===== src/logic/tmrcc_map.vh =====
// Register offsets, field positions, reset values for the capture/match timer.
// Assumes inclusion by bare name from the timer design and verification files.
`ifndef TMRCC_MAP_VH
`define TMRCC_MAP_VH

// ==========================================================================
// Register byte offsets
`define TMRCC_IR_OFF       8'h00
`define TMRCC_TCR_OFF      8'h04
`define TMRCC_TC_OFF       8'h08
`define TMRCC_PR_OFF       8'h0c
`define TMRCC_PC_OFF       8'h10
`define TMRCC_MCR_OFF      8'h14
`define TMRCC_CCR_OFF      8'h18
`define TMRCC_EMR_OFF      8'h1c
`define TMRCC_MR0_OFF      8'h20
`define TMRCC_CR0_OFF      8'h30
`define TMRCC_CTCR_OFF     8'h40
`define TMRCC_IMR_OFF      8'h44
`define TMRCC_CROUTE_OFF   8'h48
`define TMRCC_PROUTE_OFF   8'h4c

// ==========================================================================
// Field positions
`define TMRCC_TCR_EN       0
`define TMRCC_TCR_RST      1
`define TMRCC_MCR_INT      0
`define TMRCC_MCR_RST      1
`define TMRCC_MCR_STOP     2
`define TMRCC_CCR_RISE     0
`define TMRCC_CCR_FALL     1
`define TMRCC_CCR_INT      2
`define TMRCC_EMR_ACT      4
`define TMRCC_CTCR_SEL     2

// ==========================================================================
// Reset values and encodings
`define TMRCC_CROUTE_RST   32'h80402010
`define TMRCC_PROUTE_RST   16'he4e4
`define TMRCC_MODE_TIMER   2'h0
`define TMRCC_ACT_NONE     2'h0
`define TMRCC_ACT_LOW      2'h1
`define TMRCC_ACT_HIGH     2'h2
`define TMRCC_ACT_TOGGLE   2'h3
`define TMRCC_RESP_OKAY    2'h0
`define TMRCC_RESP_SLVERR  2'h2

`endif


===== src/logic/tmrcc_edge.v =====
// Edge detector for one capture or count signal.
// Assumes the input is already synchronous to aclk.
module tmrcc_edge (
  input  wire aclk,     // Peripheral clock.
  input  wire aresetn,  // Synchronous reset, active low.
  input  wire sig,      // Level to watch.
  input  wire rise_en,  // Report rising edges.
  input  wire fall_en,  // Report falling edges.
  output wire evt       // One-cycle pulse on a selected edge.
);
  reg prev_q;

  always @(posedge aclk) begin
    if (!aresetn) begin
      prev_q <= 1'b0;
    end else begin
      prev_q <= sig;
    end
  end

  assign evt = (rise_en & sig & ~prev_q) | (fall_en & ~sig & prev_q);
endmodule // tmrcc_edge


===== src/logic/tmrcc_emout.v =====
// One external match output with its on-match action.
// Assumes hit is a one-cycle pulse from the counter logic.
`include "tmrcc_map.vh"
module tmrcc_emout (
  input  wire       aclk,     // Peripheral clock.
  input  wire       aresetn,  // Synchronous reset, active low.
  input  wire       hit,      // Match event pulse.
  input  wire [1:0] act,      // Action taken on a match.
  input  wire       sw_wr,    // Software writes the output level.
  input  wire       sw_val,   // Level written by software.
  output reg        out_q     // Match output level.
);
  // A match in the same cycle as a software write wins.
  always @(posedge aclk) begin
    if (!aresetn) begin
      out_q <= 1'b0;
    end else if (hit) begin
      case (act)
        `TMRCC_ACT_LOW:    out_q <= 1'b0;
        `TMRCC_ACT_HIGH:   out_q <= 1'b1;
        `TMRCC_ACT_TOGGLE: out_q <= ~out_q;
        default:           out_q <= out_q;
      endcase
    end else if (sw_wr) begin
      out_q <= sw_val;
    end
  end
endmodule // tmrcc_emout


===== src/logic/tmrcc_top.v =====
// Capture/match timer with AXI4-Lite register access.
// Assumes pin inputs are synchronous to aclk and a single AXI4-Lite master.
// Operation
// - 32-bit counter behind 32-bit prescaler, clock or events
// - Four match values, continue counting, optional interrupt
// - Per match option to stop counter
// - Per match option to reset counter
// - Four captures latch count on input edges
// - Match outputs go low, high, toggle, or hold
// - External count clock from one selected capture input
// - Other captures keep working while one counts
// - Several pins combine into capture; broadcast match
// - All flags merge into one interrupt line
`include "tmrcc_map.vh"
module tmrcc_top (
  input  wire        aclk,           // Peripheral clock, 20 MHz.
  input  wire        aresetn,        // Synchronous reset, active low.
  input  wire [7:0]  s_axi_awaddr,   // Write address.
  input  wire [2:0]  s_axi_awprot,   // Unused protection bits.
  input  wire        s_axi_awvalid,  // Write address valid.
  output wire        s_axi_awready,  // Write address ready.
  input  wire [31:0] s_axi_wdata,    // Write data.
  input  wire [3:0]  s_axi_wstrb,    // Write byte strobes.
  input  wire        s_axi_wvalid,   // Write data valid.
  output wire        s_axi_wready,   // Write data ready.
  output reg  [1:0]  s_axi_bresp,    // Write response.
  output reg         s_axi_bvalid,   // Write response valid.
  input  wire        s_axi_bready,   // Write response ready.
  input  wire [7:0]  s_axi_araddr,   // Read address.
  input  wire [2:0]  s_axi_arprot,   // Unused protection bits.
  input  wire        s_axi_arvalid,  // Read address valid.
  output wire        s_axi_arready,  // Read address ready.
  output reg  [31:0] s_axi_rdata,    // Read data.
  output reg  [1:0]  s_axi_rresp,    // Read response.
  output reg         s_axi_rvalid,   // Read data valid.
  input  wire        s_axi_rready,   // Read data ready.
  input  wire [7:0]  capture_input,  // Capture and count pins.
  output wire [3:0]  match_output,   // One output per match value.
  output wire [7:0]  match_pin,      // Routed copies of match outputs.
  output wire        irq             // Level interrupt request.
);
  // ========================================================================
  // Storage
  reg  [7:0]  ir_q;
  reg  [7:0]  imr_q;
  reg  [1:0]  tcr_q;
  reg  [31:0] tc_q;
  reg  [31:0] pr_q;
  reg  [31:0] pc_q;
  reg  [11:0] mcr_q;
  reg  [11:0] ccr_q;
  reg  [7:0]  emr_act_q;
  reg  [3:0]  ctcr_q;
  reg  [31:0] croute_q;
  reg  [19:0] proute_q;
  reg  [31:0] mr_q [0:3];
  reg  [31:0] cr_q [0:3];

  reg         aw_full_q;
  reg         w_full_q;
  reg  [7:0]  waddr_q;
  reg  [31:0] wdata_q;
  reg  [3:0]  wstrb_q;

  function [31:0] merge;
    input [31:0] old;
    input [31:0] nw;
    input [3:0]  st;
    integer k;
    begin
      for (k = 0; k < 4; k = k + 1) begin
        merge[8*k +: 8] = st[k] ? nw[8*k +: 8] : old[8*k +: 8];
      end
    end
  endfunction

  // ========================================================================
  // Write channel: address and data taken in either order
  wire wr_go = aw_full_q & w_full_q & ~s_axi_bvalid;
  assign s_axi_awready = ~aw_full_q;
  assign s_axi_wready  = ~w_full_q;

  wire wr_mapped = (waddr_q[7:2] <= `TMRCC_PROUTE_OFF >> 2);
  wire wr_ir     = wr_go & (waddr_q == `TMRCC_IR_OFF);
  wire wr_tcr    = wr_go & (waddr_q == `TMRCC_TCR_OFF);
  wire wr_tc     = wr_go & (waddr_q == `TMRCC_TC_OFF);
  wire wr_emr    = wr_go & (waddr_q == `TMRCC_EMR_OFF);
  wire wr_mr     = wr_go & (waddr_q[7:4] == `TMRCC_MR0_OFF >> 4);
  wire [31:0] ir_wd  = merge({24'h000000, ir_q}, wdata_q, wstrb_q);
  wire [31:0] tcr_wd = merge({30'h0000000, tcr_q}, wdata_q, wstrb_q);
  wire [31:0] emr_wd = merge({20'h00000, emr_act_q, match_output}, wdata_q, wstrb_q);
  wire [31:0] mcr_wd = merge({20'h00000, mcr_q}, wdata_q, wstrb_q);
  wire [31:0] ccr_wd = merge({20'h00000, ccr_q}, wdata_q, wstrb_q);
  wire [31:0] prt_wd = merge({12'h000, proute_q}, wdata_q, wstrb_q);

  always @(posedge aclk) begin
    if (!aresetn) begin
      aw_full_q    <= 1'b0;
      w_full_q     <= 1'b0;
      waddr_q      <= 8'h00;
      wdata_q      <= 32'h00000000;
      wstrb_q      <= 4'h0;
      s_axi_bvalid <= 1'b0;
      s_axi_bresp  <= `TMRCC_RESP_OKAY;
    end else begin
      if (s_axi_awvalid & ~aw_full_q) begin
        aw_full_q <= 1'b1;
        waddr_q   <= {s_axi_awaddr[7:2], 2'b00};
      end
      if (s_axi_wvalid & ~w_full_q) begin
        w_full_q <= 1'b1;
        wdata_q  <= s_axi_wdata;
        wstrb_q  <= s_axi_wstrb;
      end
      if (wr_go) begin
        aw_full_q    <= 1'b0;
        w_full_q     <= 1'b0;
        s_axi_bvalid <= 1'b1;
        s_axi_bresp  <= wr_mapped ? `TMRCC_RESP_OKAY : `TMRCC_RESP_SLVERR;
      end else if (s_axi_bready) begin
        s_axi_bvalid <= 1'b0;
      end
    end
  end

  // ========================================================================
  // Pin routing: several pins feed one capture, one match feeds many pins
  wire [3:0] cap_sig;
  genvar gi;
  generate
    for (gi = 0; gi < 4; gi = gi + 1) begin : g_route
      wire [7:0] msk = croute_q[8*gi +: 8];
      assign cap_sig[gi] = proute_q[gi] ? &(capture_input | ~msk)
                                        : |(capture_input & msk);
    end
    for (gi = 0; gi < 8; gi = gi + 1) begin : g_pin
      assign match_pin[gi] = match_output[proute_q[4 + 2*gi +: 2]];
    end
  endgenerate

  // ========================================================================
  // Count source and prescaler
  wire       ext_mode = (ctcr_q[1:0] != `TMRCC_MODE_TIMER);
  wire [1:0] cnt_sel  = ctcr_q[`TMRCC_CTCR_SEL +: 2];
  wire       cnt_edge;

  // Only the one selected capture signal can clock the counter.
  tmrcc_edge u_cnt_edge (
    .aclk    (aclk),
    .aresetn (aresetn),
    .sig     (cap_sig[cnt_sel]),
    .rise_en (ctcr_q[0]),
    .fall_en (ctcr_q[1]),
    .evt     (cnt_edge)
  );

  // External clock is sampled each cycle, so edges one cycle apart still count separately.
  wire run     = tcr_q[`TMRCC_TCR_EN] & ~tcr_q[`TMRCC_TCR_RST];
  wire pc_step = run & (ext_mode ? cnt_edge : 1'b1);
  wire tick    = pc_step & (pc_q == pr_q);

  // ========================================================================
  // Match and capture events
  wire [3:0] hit;
  wire [3:0] cap_evt;
  wire [3:0] hit_rst;
  wire [3:0] hit_stop;
  wire [3:0] hit_int;
  wire [3:0] cap_int;

  generate
    for (gi = 0; gi < 4; gi = gi + 1) begin : g_ch
      assign hit[gi]      = tick & (tc_q == mr_q[gi]);
      assign hit_rst[gi]  = hit[gi] & mcr_q[3*gi + `TMRCC_MCR_RST];
      assign hit_stop[gi] = hit[gi] & mcr_q[3*gi + `TMRCC_MCR_STOP];
      assign hit_int[gi]  = hit[gi] & mcr_q[3*gi + `TMRCC_MCR_INT];
      assign cap_int[gi]  = cap_evt[gi] & ccr_q[3*gi + `TMRCC_CCR_INT];

      // Every capture stays live whichever one drives the count.
      tmrcc_edge u_cap_edge (
        .aclk    (aclk),
        .aresetn (aresetn),
        .sig     (cap_sig[gi]),
        .rise_en (ccr_q[3*gi + `TMRCC_CCR_RISE]),
        .fall_en (ccr_q[3*gi + `TMRCC_CCR_FALL]),
        .evt     (cap_evt[gi])
      );

      tmrcc_emout u_emout (
        .aclk    (aclk),
        .aresetn (aresetn),
        .hit     (hit[gi]),
        .act     (emr_act_q[2*gi +: 2]),
        .sw_wr   (wr_emr),
        .sw_val  (emr_wd[gi]),
        .out_q   (match_output[gi])
      );

      always @(posedge aclk) begin
        if (!aresetn) begin
          mr_q[gi] <= 32'h00000000;
          cr_q[gi] <= 32'h00000000;
        end else begin
          if (wr_mr & (waddr_q[3:2] == gi)) begin
            mr_q[gi] <= merge(mr_q[gi], wdata_q, wstrb_q);
          end
          if (cap_evt[gi]) begin
            cr_q[gi] <= tc_q;
          end
        end
      end
    end
  endgenerate

  // ========================================================================
  // Counter, control and interrupt registers
  always @(posedge aclk) begin
    if (!aresetn) begin
      ir_q      <= 8'h00;
      imr_q     <= 8'h00;
      tcr_q     <= 2'h0;
      tc_q      <= 32'h00000000;
      pr_q      <= 32'h00000000;
      pc_q      <= 32'h00000000;
      mcr_q     <= 12'h000;
      ccr_q     <= 12'h000;
      emr_act_q <= 8'h00;
      ctcr_q    <= 4'h0;
      croute_q  <= `TMRCC_CROUTE_RST;
      proute_q  <= {`TMRCC_PROUTE_RST, 4'h0};
    end else begin
      // New events beat a write-one-to-clear in the same cycle.
      ir_q <= (ir_q & ~(wr_ir ? ir_wd[7:0] : 8'h00)) | {cap_int, hit_int};

      // A stop from a match is never lost to a simultaneous write.
      if (wr_tcr) begin
        tcr_q <= tcr_wd[1:0] & ~{1'b0, |hit_stop};
      end else if (|hit_stop) begin
        tcr_q[`TMRCC_TCR_EN] <= 1'b0;
      end

      if (tcr_q[`TMRCC_TCR_RST]) begin
        tc_q <= 32'h00000000;
      end else if (wr_tc) begin
        tc_q <= merge(tc_q, wdata_q, wstrb_q);
      end else if (|hit_rst) begin
        tc_q <= 32'h00000000;
      end else if (tick & ~(|hit_stop)) begin
        tc_q <= tc_q + 32'h00000001;
      end

      if (tcr_q[`TMRCC_TCR_RST] | (|hit_rst) | wr_tc) begin
        pc_q <= 32'h00000000;
      end else if (pc_step) begin
        pc_q <= (pc_q == pr_q) ? 32'h00000000 : pc_q + 32'h00000001;
      end

      if (wr_go) begin
        case (waddr_q)
          `TMRCC_PR_OFF:     pr_q      <= merge(pr_q, wdata_q, wstrb_q);
          `TMRCC_MCR_OFF:    mcr_q     <= mcr_wd[11:0];
          `TMRCC_CCR_OFF:    ccr_q     <= ccr_wd[11:0];
          `TMRCC_EMR_OFF:    emr_act_q <= emr_wd[`TMRCC_EMR_ACT +: 8];
          `TMRCC_CTCR_OFF:   ctcr_q    <= wstrb_q[0] ? wdata_q[3:0] : ctcr_q;
          `TMRCC_IMR_OFF:    imr_q     <= wstrb_q[0] ? wdata_q[7:0] : imr_q;
          `TMRCC_CROUTE_OFF: croute_q  <= merge(croute_q, wdata_q, wstrb_q);
          `TMRCC_PROUTE_OFF: proute_q  <= prt_wd[19:0];
          default:           pr_q      <= pr_q;
        endcase
      end
    end
  end

  assign irq = |(ir_q & imr_q);

  // ========================================================================
  // Read channel
  reg [31:0] rd_mux;
  reg        rd_ok;
  wire [7:0] raddr = {s_axi_araddr[7:2], 2'b00};
  assign s_axi_arready = ~s_axi_rvalid;

  always @* begin
    rd_ok  = 1'b1;
    rd_mux = 32'h00000000;
    case (raddr)
      `TMRCC_IR_OFF:     rd_mux = {24'h000000, ir_q};
      `TMRCC_TCR_OFF:    rd_mux = {30'h0000000, tcr_q};
      `TMRCC_TC_OFF:     rd_mux = tc_q;
      `TMRCC_PR_OFF:     rd_mux = pr_q;
      `TMRCC_PC_OFF:     rd_mux = pc_q;
      `TMRCC_MCR_OFF:    rd_mux = {20'h00000, mcr_q};
      `TMRCC_CCR_OFF:    rd_mux = {20'h00000, ccr_q};
      `TMRCC_EMR_OFF:    rd_mux = {20'h00000, emr_act_q, match_output};
      `TMRCC_CTCR_OFF:   rd_mux = {28'h0000000, ctcr_q};
      `TMRCC_IMR_OFF:    rd_mux = {24'h000000, imr_q};
      `TMRCC_CROUTE_OFF: rd_mux = croute_q;
      `TMRCC_PROUTE_OFF: rd_mux = {12'h000, proute_q};
      default: begin
        if (raddr[7:4] == `TMRCC_MR0_OFF >> 4) begin
          rd_mux = mr_q[raddr[3:2]];
        end else if (raddr[7:4] == `TMRCC_CR0_OFF >> 4) begin
          rd_mux = cr_q[raddr[3:2]];
        end else begin
          rd_ok = 1'b0;
        end
      end
    endcase
  end

  always @(posedge aclk) begin
    if (!aresetn) begin
      s_axi_rvalid <= 1'b0;
      s_axi_rdata  <= 32'h00000000;
      s_axi_rresp  <= `TMRCC_RESP_OKAY;
    end else if (s_axi_arvalid & ~s_axi_rvalid) begin
      s_axi_rvalid <= 1'b1;
      s_axi_rdata  <= rd_mux;
      s_axi_rresp  <= rd_ok ? `TMRCC_RESP_OKAY : `TMRCC_RESP_SLVERR;
    end else if (s_axi_rready) begin
      s_axi_rvalid <= 1'b0;
    end
  end
endmodule // tmrcc_top


===== config.mk =====
export PLATFORM = sky130hd
export DESIGN_NAME = tmrcc_top
export DESIGN_NICKNAME = d
export VERILOG_FILES = /design/src/logic/tmrcc_edge.v /design/src/logic/tmrcc_emout.v /design/src/logic/tmrcc_top.v
export VERILOG_INCLUDE_DIRS = /design/src /design/src/logic
export SDC_FILE = /design/constraint.sdc
export NUM_CORES = 1
export LEC_CHECK = 0
export BUFFER_PORTS_ARGS = -buffer_cell sky130_fd_sc_hd__buf_2
export CAP_MARGIN = 20
export CELL_PAD_IN_SITES_DETAIL_PLACEMENT = 1
export CELL_PAD_IN_SITES_GLOBAL_PLACEMENT = 2
export CORE_MARGIN = 3
export CORE_UTILIZATION = 38
export CTS_BUF_LIST = sky130_fd_sc_hd__clkbuf_4 sky130_fd_sc_hd__clkbuf_8
export DETAILED_ROUTE_END_ITERATION = 16
export HOLD_SLACK_MARGIN = 0.06
export PLACE_DENSITY_LB_ADDON = 0.1
export SLEW_MARGIN = 20
export SYNTH_ARGS = -nofsm -noshare
export SYNTH_HDL_FRONTEND = slang
export SYNTH_SLANG_ARGS = --single-unit
export TNS_END_PERCENT = 5

===== constraint.sdc =====
create_clock -name aclk -period 2.9 [get_ports aclk]
set_input_delay 0.29 -clock aclk [delete_from_list [all_inputs] [get_ports aclk]]
set_output_delay 0.29 -clock aclk [all_outputs]
set_load 0.02 [all_outputs]

## After elaboration in Yosys (flattened, before gate mapping)

Memory sizes are Yosys's and may differ from the RTL's.
Index checks and enable logic that the tools add are counted.

- $add $sub $neg: 2
- Magnitude comparators: 10
- Eq/ne operators: 52
- Multiplexer cells: 110
- Bitwise logic cells: 112
- Reduce and logical (&&, ||, !) cells: 58

Operators with widths:

| kind | number |
|---|---|
| two-way mux 32 bit | 14 |
| one-hot mux 32 bit (12 select lines) | 1 |
| two-way mux 8 bit | 22 |
| equality test 32 bit | 5 |
| AND reduction 3 bit | 23 |
| adder 32 x 1 -> 32 bit, second input constant | 2 |
| AND 1 bit | 58 |
| two-way mux 1 bit | 56 |
| AND 8 bit | 6 |
| equality test 6 x 5 -> 1 bit, second input constant | 8 |
| equality test 6 x 3 -> 1 bit, second input constant | 7 |
| inverter 8 bit | 5 |
| bitwise OR 8 bit | 5 |
| OR reduction 8 bit | 5 |
| AND reduction 8 bit | 4 |
| less-than comparator 2 x 3 -> 1 bit, second input constant | 9 |
| equality test 6 x 2 -> 1 bit, second input constant | 4 |
| nonzero test 2 bit | 12 |
| inverter 1 bit | 21 |
| equality test 2 bit, second input constant | 10 |
| binary-select mux 1 bit (select 2 bit) | 9 |
| zero test 8 bit | 2 |
| != test 4 bit, second input constant | 4 |
| bitwise OR 1 bit | 15 |
| 16 further kinds | 37 |

- Register bits after elaboration: 293
- Bits in writable memories: 256
- Bits of input ports: 73
- Memories: 2

Memories:

| memory | depth | width | read ports | clocked after Yosys merged registers in | wr ports | line | source |
|---|---|---|---|---|---|---|---|
| cr_q | 4 | 32 | 1 | 0 | 4 | tmrcc_top.v:57 | `reg [31:0] cr_q [0:3];` |
| mr_q | 4 | 32 | 5 | 0 | 4 | tmrcc_top.v:56 | `reg [31:0] mr_q [0:3];` |

## Longest topological paths before layout

- Depth after elaboration: 21
- Gate-level depth with buffers: 13

## Hierarchy

A second synthesis with hierarchy kept.

- Cell total of the unflattened synthesis: 2,638
- Area, all modules: 27,787.9 um2

By module, submodules not included:

| module | times used | cells each | area an instance (um2) | sequential area each (um2) |
|---|---|---|---|---|
| tmrcc_top | 1 | 2,589 | 27,366.2 | 13,332.8 |
| tmrcc_emout | 4 | 6 | 53.8 | 20.0 |
| tmrcc_edge | 5 | 5 | 41.3 | 20.0 |

## Worst setup path before layout

No wires, ideal clock.

- Path kind: reg2reg
- Start point: register croute_q[8]
- End point: register tc_q[21]
- Arrival: 2,746 ps
- Required time: 2,766 ps
- Slack: 20 ps
- Cell stages (with the launch flop): 13
- Cells stage by stage: dfxtp_1 -> a22oi_1 -> and4_1 -> nor4b_1 -> or4_4 -> or4_1 -> buf_2 -> a21oi_1 -> buf_2 -> buf_2 -> nor3_1 -> o21ai_0 -> a21oi_1

- Cells in the longest elaborated chain, start to end: 20
- Elaborated cells on any way between the ends: 37
- Classes of those cells: mux: 6; bitwise: 25; reduce/logical: 6

Ends and longest elaborated chain:

| item | line | source |
|---|---|---|
| from (decl) | tmrcc_top.v:54 | `reg [31:0] croute_q;` |
| from (signal assigned) | tmrcc_top.v:229 | `` croute_q <= `TMRCC_CROUTE_RST; `` |
| from (signal assigned) | tmrcc_top.v:266 | `` `TMRCC_CROUTE_OFF: croute_q <= merge(croute_q, wdata_q, wstrb_q); `` |
| inverter 8 bit | tmrcc_top.v:133 | `assign cap_sig[gi] = proute_q[gi] ? &(capture_input \| ~msk)` |
| bitwise OR 8 bit | tmrcc_top.v:133 |  |
| AND reduction 8 bit | tmrcc_top.v:133 |  |
| two-way mux 1 bit (*) | tmrcc_top.v:133 |  |
| binary-select mux 1 bit (select 2 bit) (*) | tmrcc_top.v:151 | `.sig (cap_sig[cnt_sel]),` |
| two-way mux 1 bit (not written as such) (*) | tmrcc_top.v:151 |  |
| inverter 1 bit | tmrcc_edge.v:21 | `assign evt = (rise_en & sig & ~prev_q) \| (fall_en & ~sig & prev_q);` |
| AND 1 bit (2 in a row) | tmrcc_edge.v:21 |  |
| [... 3 more ...] | -- |  |
| AND 1 bit (*) | tmrcc_top.v:160 | `wire tick = pc_step & (pc_q == pr_q);` |
| AND 1 bit | tmrcc_top.v:173 | `assign hit[gi] = tick & (tc_q == mr_q[gi]);` |
| AND 1 bit | tmrcc_top.v:175 | `` assign hit_stop[gi] = hit[gi] & mcr_q[3*gi + `TMRCC_MCR_STOP]; `` |
| OR reduction 4 bit | tmrcc_top.v:248 | `end else if (tick & ~(\|hit_stop)) begin` |
| inverter 1 bit | tmrcc_top.v:248 |  |
| AND 1 bit | tmrcc_top.v:248 |  |
| nonzero test 3 bit (no source line) | -- |  |
| AND reduction 2 bit (no source line) | -- |  |
| to (signal assigned) | tmrcc_top.v:245 | `tc_q <= merge(tc_q, wdata_q, wstrb_q);` |
| to (signal assigned) | tmrcc_top.v:249 | `tc_q <= tc_q + 32'h00000001;` |
| to (decl) | tmrcc_top.v:47 | `reg [31:0] tc_q;` |

Mark *: on every way between the ends. The rest lies on a longest branch, timed or not. The select of a mux whose other input is x is not followed.
A chain may end at the register's enable or synchronous reset.

## Worst setup path after layout

- Start point: register croute_q[9]
- End point: register tc_q[26]

The elaborated chain is that of the path after synthesis.

==> results.json <==
{
  "finalPower_mw": 17.45,
  "rows": 97,
  "postSynth.asyncResetShare": 0,
  "worst-setup-path-type": "reg -> reg",
  "clock_path_buffers": 3,
  "drt-pass1-iter-count": 6,
  "relSlewSlack": 0.2195,
  "wl_met3_mm": 11.92,
  "synth_edf_count": 256,
  "num_vias": 24090,
  "finalCritPeriodShare": 1.062,
  "grt_pass1_wl_mm": 177.1,
  "cp.arrival_ns": 3.67,
  "setup_violations": 36,
  "route.met2.wl_mm": 55.89,
  "min_period_ns": 3.079,
  "drt_first_iter_violations": 2369,
  "vdd_drop_max_mv": 0.2752,
  "ctsHtreeMaxLevel": 3,
  "grt_overflow": 0,
  "post_drt_wl_per_cell_um": 30.98,
  "slowest_stage": "or4_4",
  "final_common_cell": "buf_4",
  "grt_max_degree": 188,
  "cp-start-kind": "flip-flop",
  "fp.dieH_um": 274.1,
  "synth.distinct_cells": 69,
  "crit_path_max_fanout": 9,
  "nNetsFinal": 3117,
  "grt_use_total": 0.3303,
  "antenna_found_initial": 15,
  "multi_input_area_sq_um": 13300,
  "regArea_sq_um": 13540,
  "cp_num_buf_inv": 5,
  "grt_pass1_vias": 24320,
  "maxUsedRoutingLayer": "met5",
  "clock_skew_ns": 0.03243,
  "yosysWarnings": 0,
  "cts_tree": "done",
  "dieArea_sq_um": 75120,
  "final_cell_mix": "buf_4, dfxtp_1, edfxtp_1, nor2_1, nand2_1",
  "die_w_um": 274.1,
  "min_path_type": "in -> reg",
  "yosysSeqAreaShare": 0.4948,
  "port_buffers": 114,
  "fmax_mhz": 324.8,
  "clk_latency_ns": 0.72,
  "dp.final_hpwl_mm": 93.35,
  "status": "complete, but fails checks",
  "ant_nets": 0,
  "postRouteWirelength_mm": 125.8,
  "fin_ws_ns": -0.1790,
  "cp_top_family": "simple AND/OR/NAND/NOR gates",
  "route.detailed.drc": 0,
  "clkTransAtPathRegs_ns": 0.06,
  "stdcell_count": 4060,
  "hold_violations": 0,
  "cts.sinks": 547,
  "worst_pin_slew_ns": 1.169,
  "cap_violations": 0,
  "violations": "setup timing",
  "avgSynthCellArea_sq_um": 10.32,
  "slew_violations": 0,
  "place_inst": 3828,
  "drive_above_1_share": 0.2689,
  "p_leak_nw": 13.04,
  "core_sq_um": 70640,
  "synth_cells": 2647,
  "crit_required_ns": 3.49,
  "ys_ff_latch": 547,
  "crit_chain": "a22oi_2 -> and4_4 -> nor4b_2 -> or4_4 -> buf_6 -> nor4_4 -> buf_4 -> buf_4 -> o211ai_1 -> buf_12 -> buf_12 -> o311ai_1 -> o21ai_1",
  "max_stage_delay_ns": 0.54,
  "final.fill_count": 7748,
  "start_util": 0.3866,
  "p_per_area_nw_per_um2": 509.1,
  "cts_root_buf": "clkbuf_8",
  "syn_area_sq_um": 27310,
  "via_per_inst": 5.933,
  "gp_congestion": 0.9602,
  "cp-end-kind": "flip-flop",
  "io_pins": 127,
  "syn_to_final_growth_pct": 25.52,
  "wl_met1_mm": 53.77,
  "ys.flop_type": "dfxtp_1",
  "cts_made_buffers": 100,
  "rsz0062_at_grt": "yes"
}
-- report_power, final --
group / internal (mW) / switching [mW]
clock network: 4.12 / 3.43
registers: 8.25 / 0.301
logic: 0.507 / 0.839
total: 12.9 / 4.57
-- stage by stage --
stage	hold slack (ns)	utilization	setup slack (ns)	setup TNS [ns]	cell area [sq um]
floorplan	0.3901	-	0.02041	0	27310
global placement	0.4653	0.4417	-0.7792	-31.58	31200
detailed placement	0.4673	0.4417	-0.6106	-28.37	31200
CTS	0.07672	0.4810	-0.1847	-4.057	33980
global route	0.1263	0.4853	-0.3186	-9.367	34280
finish	0.1457	0.4853	-0.1790	-2.571	34280
-- registers in the layout, indices dropped and copies added, names as in the netlist, 6 cells and up --
| signal | cells |
|---|---|
| cr_q | 128 |
| mcr_q | 12 |
| tc_q | 32 |
| pc_q | 32 |
| imr_q | 8 |
| croute_q | 32 |
| emr_act_q | 8 |
| mr_q | 128 |
| wdata_q | 32 |
| ir_q | 8 |
| pr_q | 32 |
| s_axi_rdata | 32 |
| proute_q | 20 |
| waddr_q | 6 |
| ccr_q | 12 |
-- per-layer routing --
metal / GRT usage / up-vias
met5: 0 / -
met4: 0.1059 / 6
met3: 0.08304 / 190
met2: 0.5131 / 1022
met1: 0.4517 / 12350
li1: - / 10520
-- cells by family (layout without fill, tap and decap cells) --
| kind of cell | after synthesis | after routing | synth area share |
|---|---|---|---|
| adders and majority gates | 2 | 2 | 0.0009162 |
| muxes | 219 | 219 | 0.1135 |
| xor gates and xnor gates | 183 | 183 | 0.05869 |
| DFF | 547 | 547 | 0.4948 |
| other | 1 | 6 | 0.0001373 |
| AOI/OAI and AO/OA | 461 | 461 | 0.1173 |
| and+or+nand+nor | 972 | 973 | 0.1768 |
| buffers and inverters | 262 | 729 | 0.03775 |
-- what timing repair did --
action | CTS | global route
gates cloned | 0 | 1
pin swaps | 12 | 15
setup endpoints to repair | 72 | 74
hold buffers | 49 | 0
setup buffers | 1 | 2
gates resized for setup | 71 | 74
hold endpoints to repair | 47 | 0
-- layout make-up --
| class | count | share of cell area |
|---|---|---|
| Timing Repair Buffer | 514 | 0.1190 |
| Antenna cell | 4 | 0.0002920 |
| Clock buffer | 152 | 0.05482 |
| Sequential cell | 547 | 0.3949 |
| Tap cell | 940 | 0.03431 |
| Clock inverter | 24 | 0.004161 |
| Multi-Input combinational cell | 1840 | 0.3881 |
| Inverter | 39 | 0.004417 |
-- worst min-delay path, cell delays in order --
cell,delay [ns]
buf_4,0.18
buf_4,0.23
nand2_1,0.08
-- worst paths after layout --
path,startpoint,endpoint,slack [ns],cells after the start
worst max-delay path,croute_q[9]$_SDFFE_PN0P_,tc_q[26]$_SDFFE_PP0P_,-0.18,13
worst min-delay path,aresetn,proute_q[6]$_SDFFE_PN1P_,0.15,3
worst max register to register,croute_q[9]$_SDFFE_PN0P_,tc_q[26]$_SDFFE_PP0P_,-0.18,13
worst min register to register,mcr_q[0]$_SDFFE_PN0P_,ir_q[0]$_SDFF_PN0_,0.48,2
-- synth_stat cells, types with 3 or more instances --
| master | instances | area [sq um] |
|---|---|---|
| o2111ai_1 | 12 | 105.1 |
| a31o_2 | 3 | 26.28 |
| xnor2_1 | 146 | 1279 |
| nor3_1 | 47 | 235.2 |
| buf_2 | 11 | 55.05 |
| or3_1 | 17 | 106.4 |
| mux2i_1 | 141 | 1411 |
| a211oi_1 | 5 | 37.54 |
| nand4b_1 | 3 | 26.28 |
| nand4_1 | 53 | 331.6 |
| a22oi_1 | 113 | 848.3 |
| mux4_2 | 72 | 1622 |
| inv_1 | 38 | 142.6 |
| or2_2 | 3 | 18.77 |
| o31ai_1 | 4 | 30.03 |
| o21ai_1 | 8 | 40.04 |
| a222oi_1 | 13 | 130.1 |
| and3_1 | 124 | 775.7 |
| nand3_1 | 50 | 250.2 |
| dfxtp_1 | 291 | 5826 |
| nor2b_1 | 14 | 87.58 |
| nor4_1 | 31 | 193.9 |
| clkbuf_1 | 193 | 724.4 |
| nor2_1 | 256 | 960.9 |
| mux2_2 | 6 | 67.56 |
| o21ai_0 | 59 | 295.3 |
| a211o_1 | 3 | 26.28 |
| a32oi_1 | 4 | 35.03 |
| o311ai_0 | 10 | 87.58 |
| buf_1 | 11 | 41.29 |
| o22ai_1 | 3 | 18.77 |
| edfxtp_1 | 256 | 7687 |
| a31oi_1 | 4 | 25.02 |
| a211oi_2 | 4 | 50.05 |
| o211ai_1 | 6 | 45.04 |
| a21oi_1 | 125 | 625.6 |
| a221oi_1 | 57 | 499.2 |
| xor2_1 | 37 | 324.1 |
| nand2b_1 | 13 | 81.33 |
| a22o_1 | 8 | 70.07 |
| o211a_1 | 5 | 50.05 |
| and2_1 | 132 | 825.8 |
| nand2_1 | 215 | 807.0 |
| buf_4 | 7 | 52.55 |
Power figures use the tool's default switching activity.
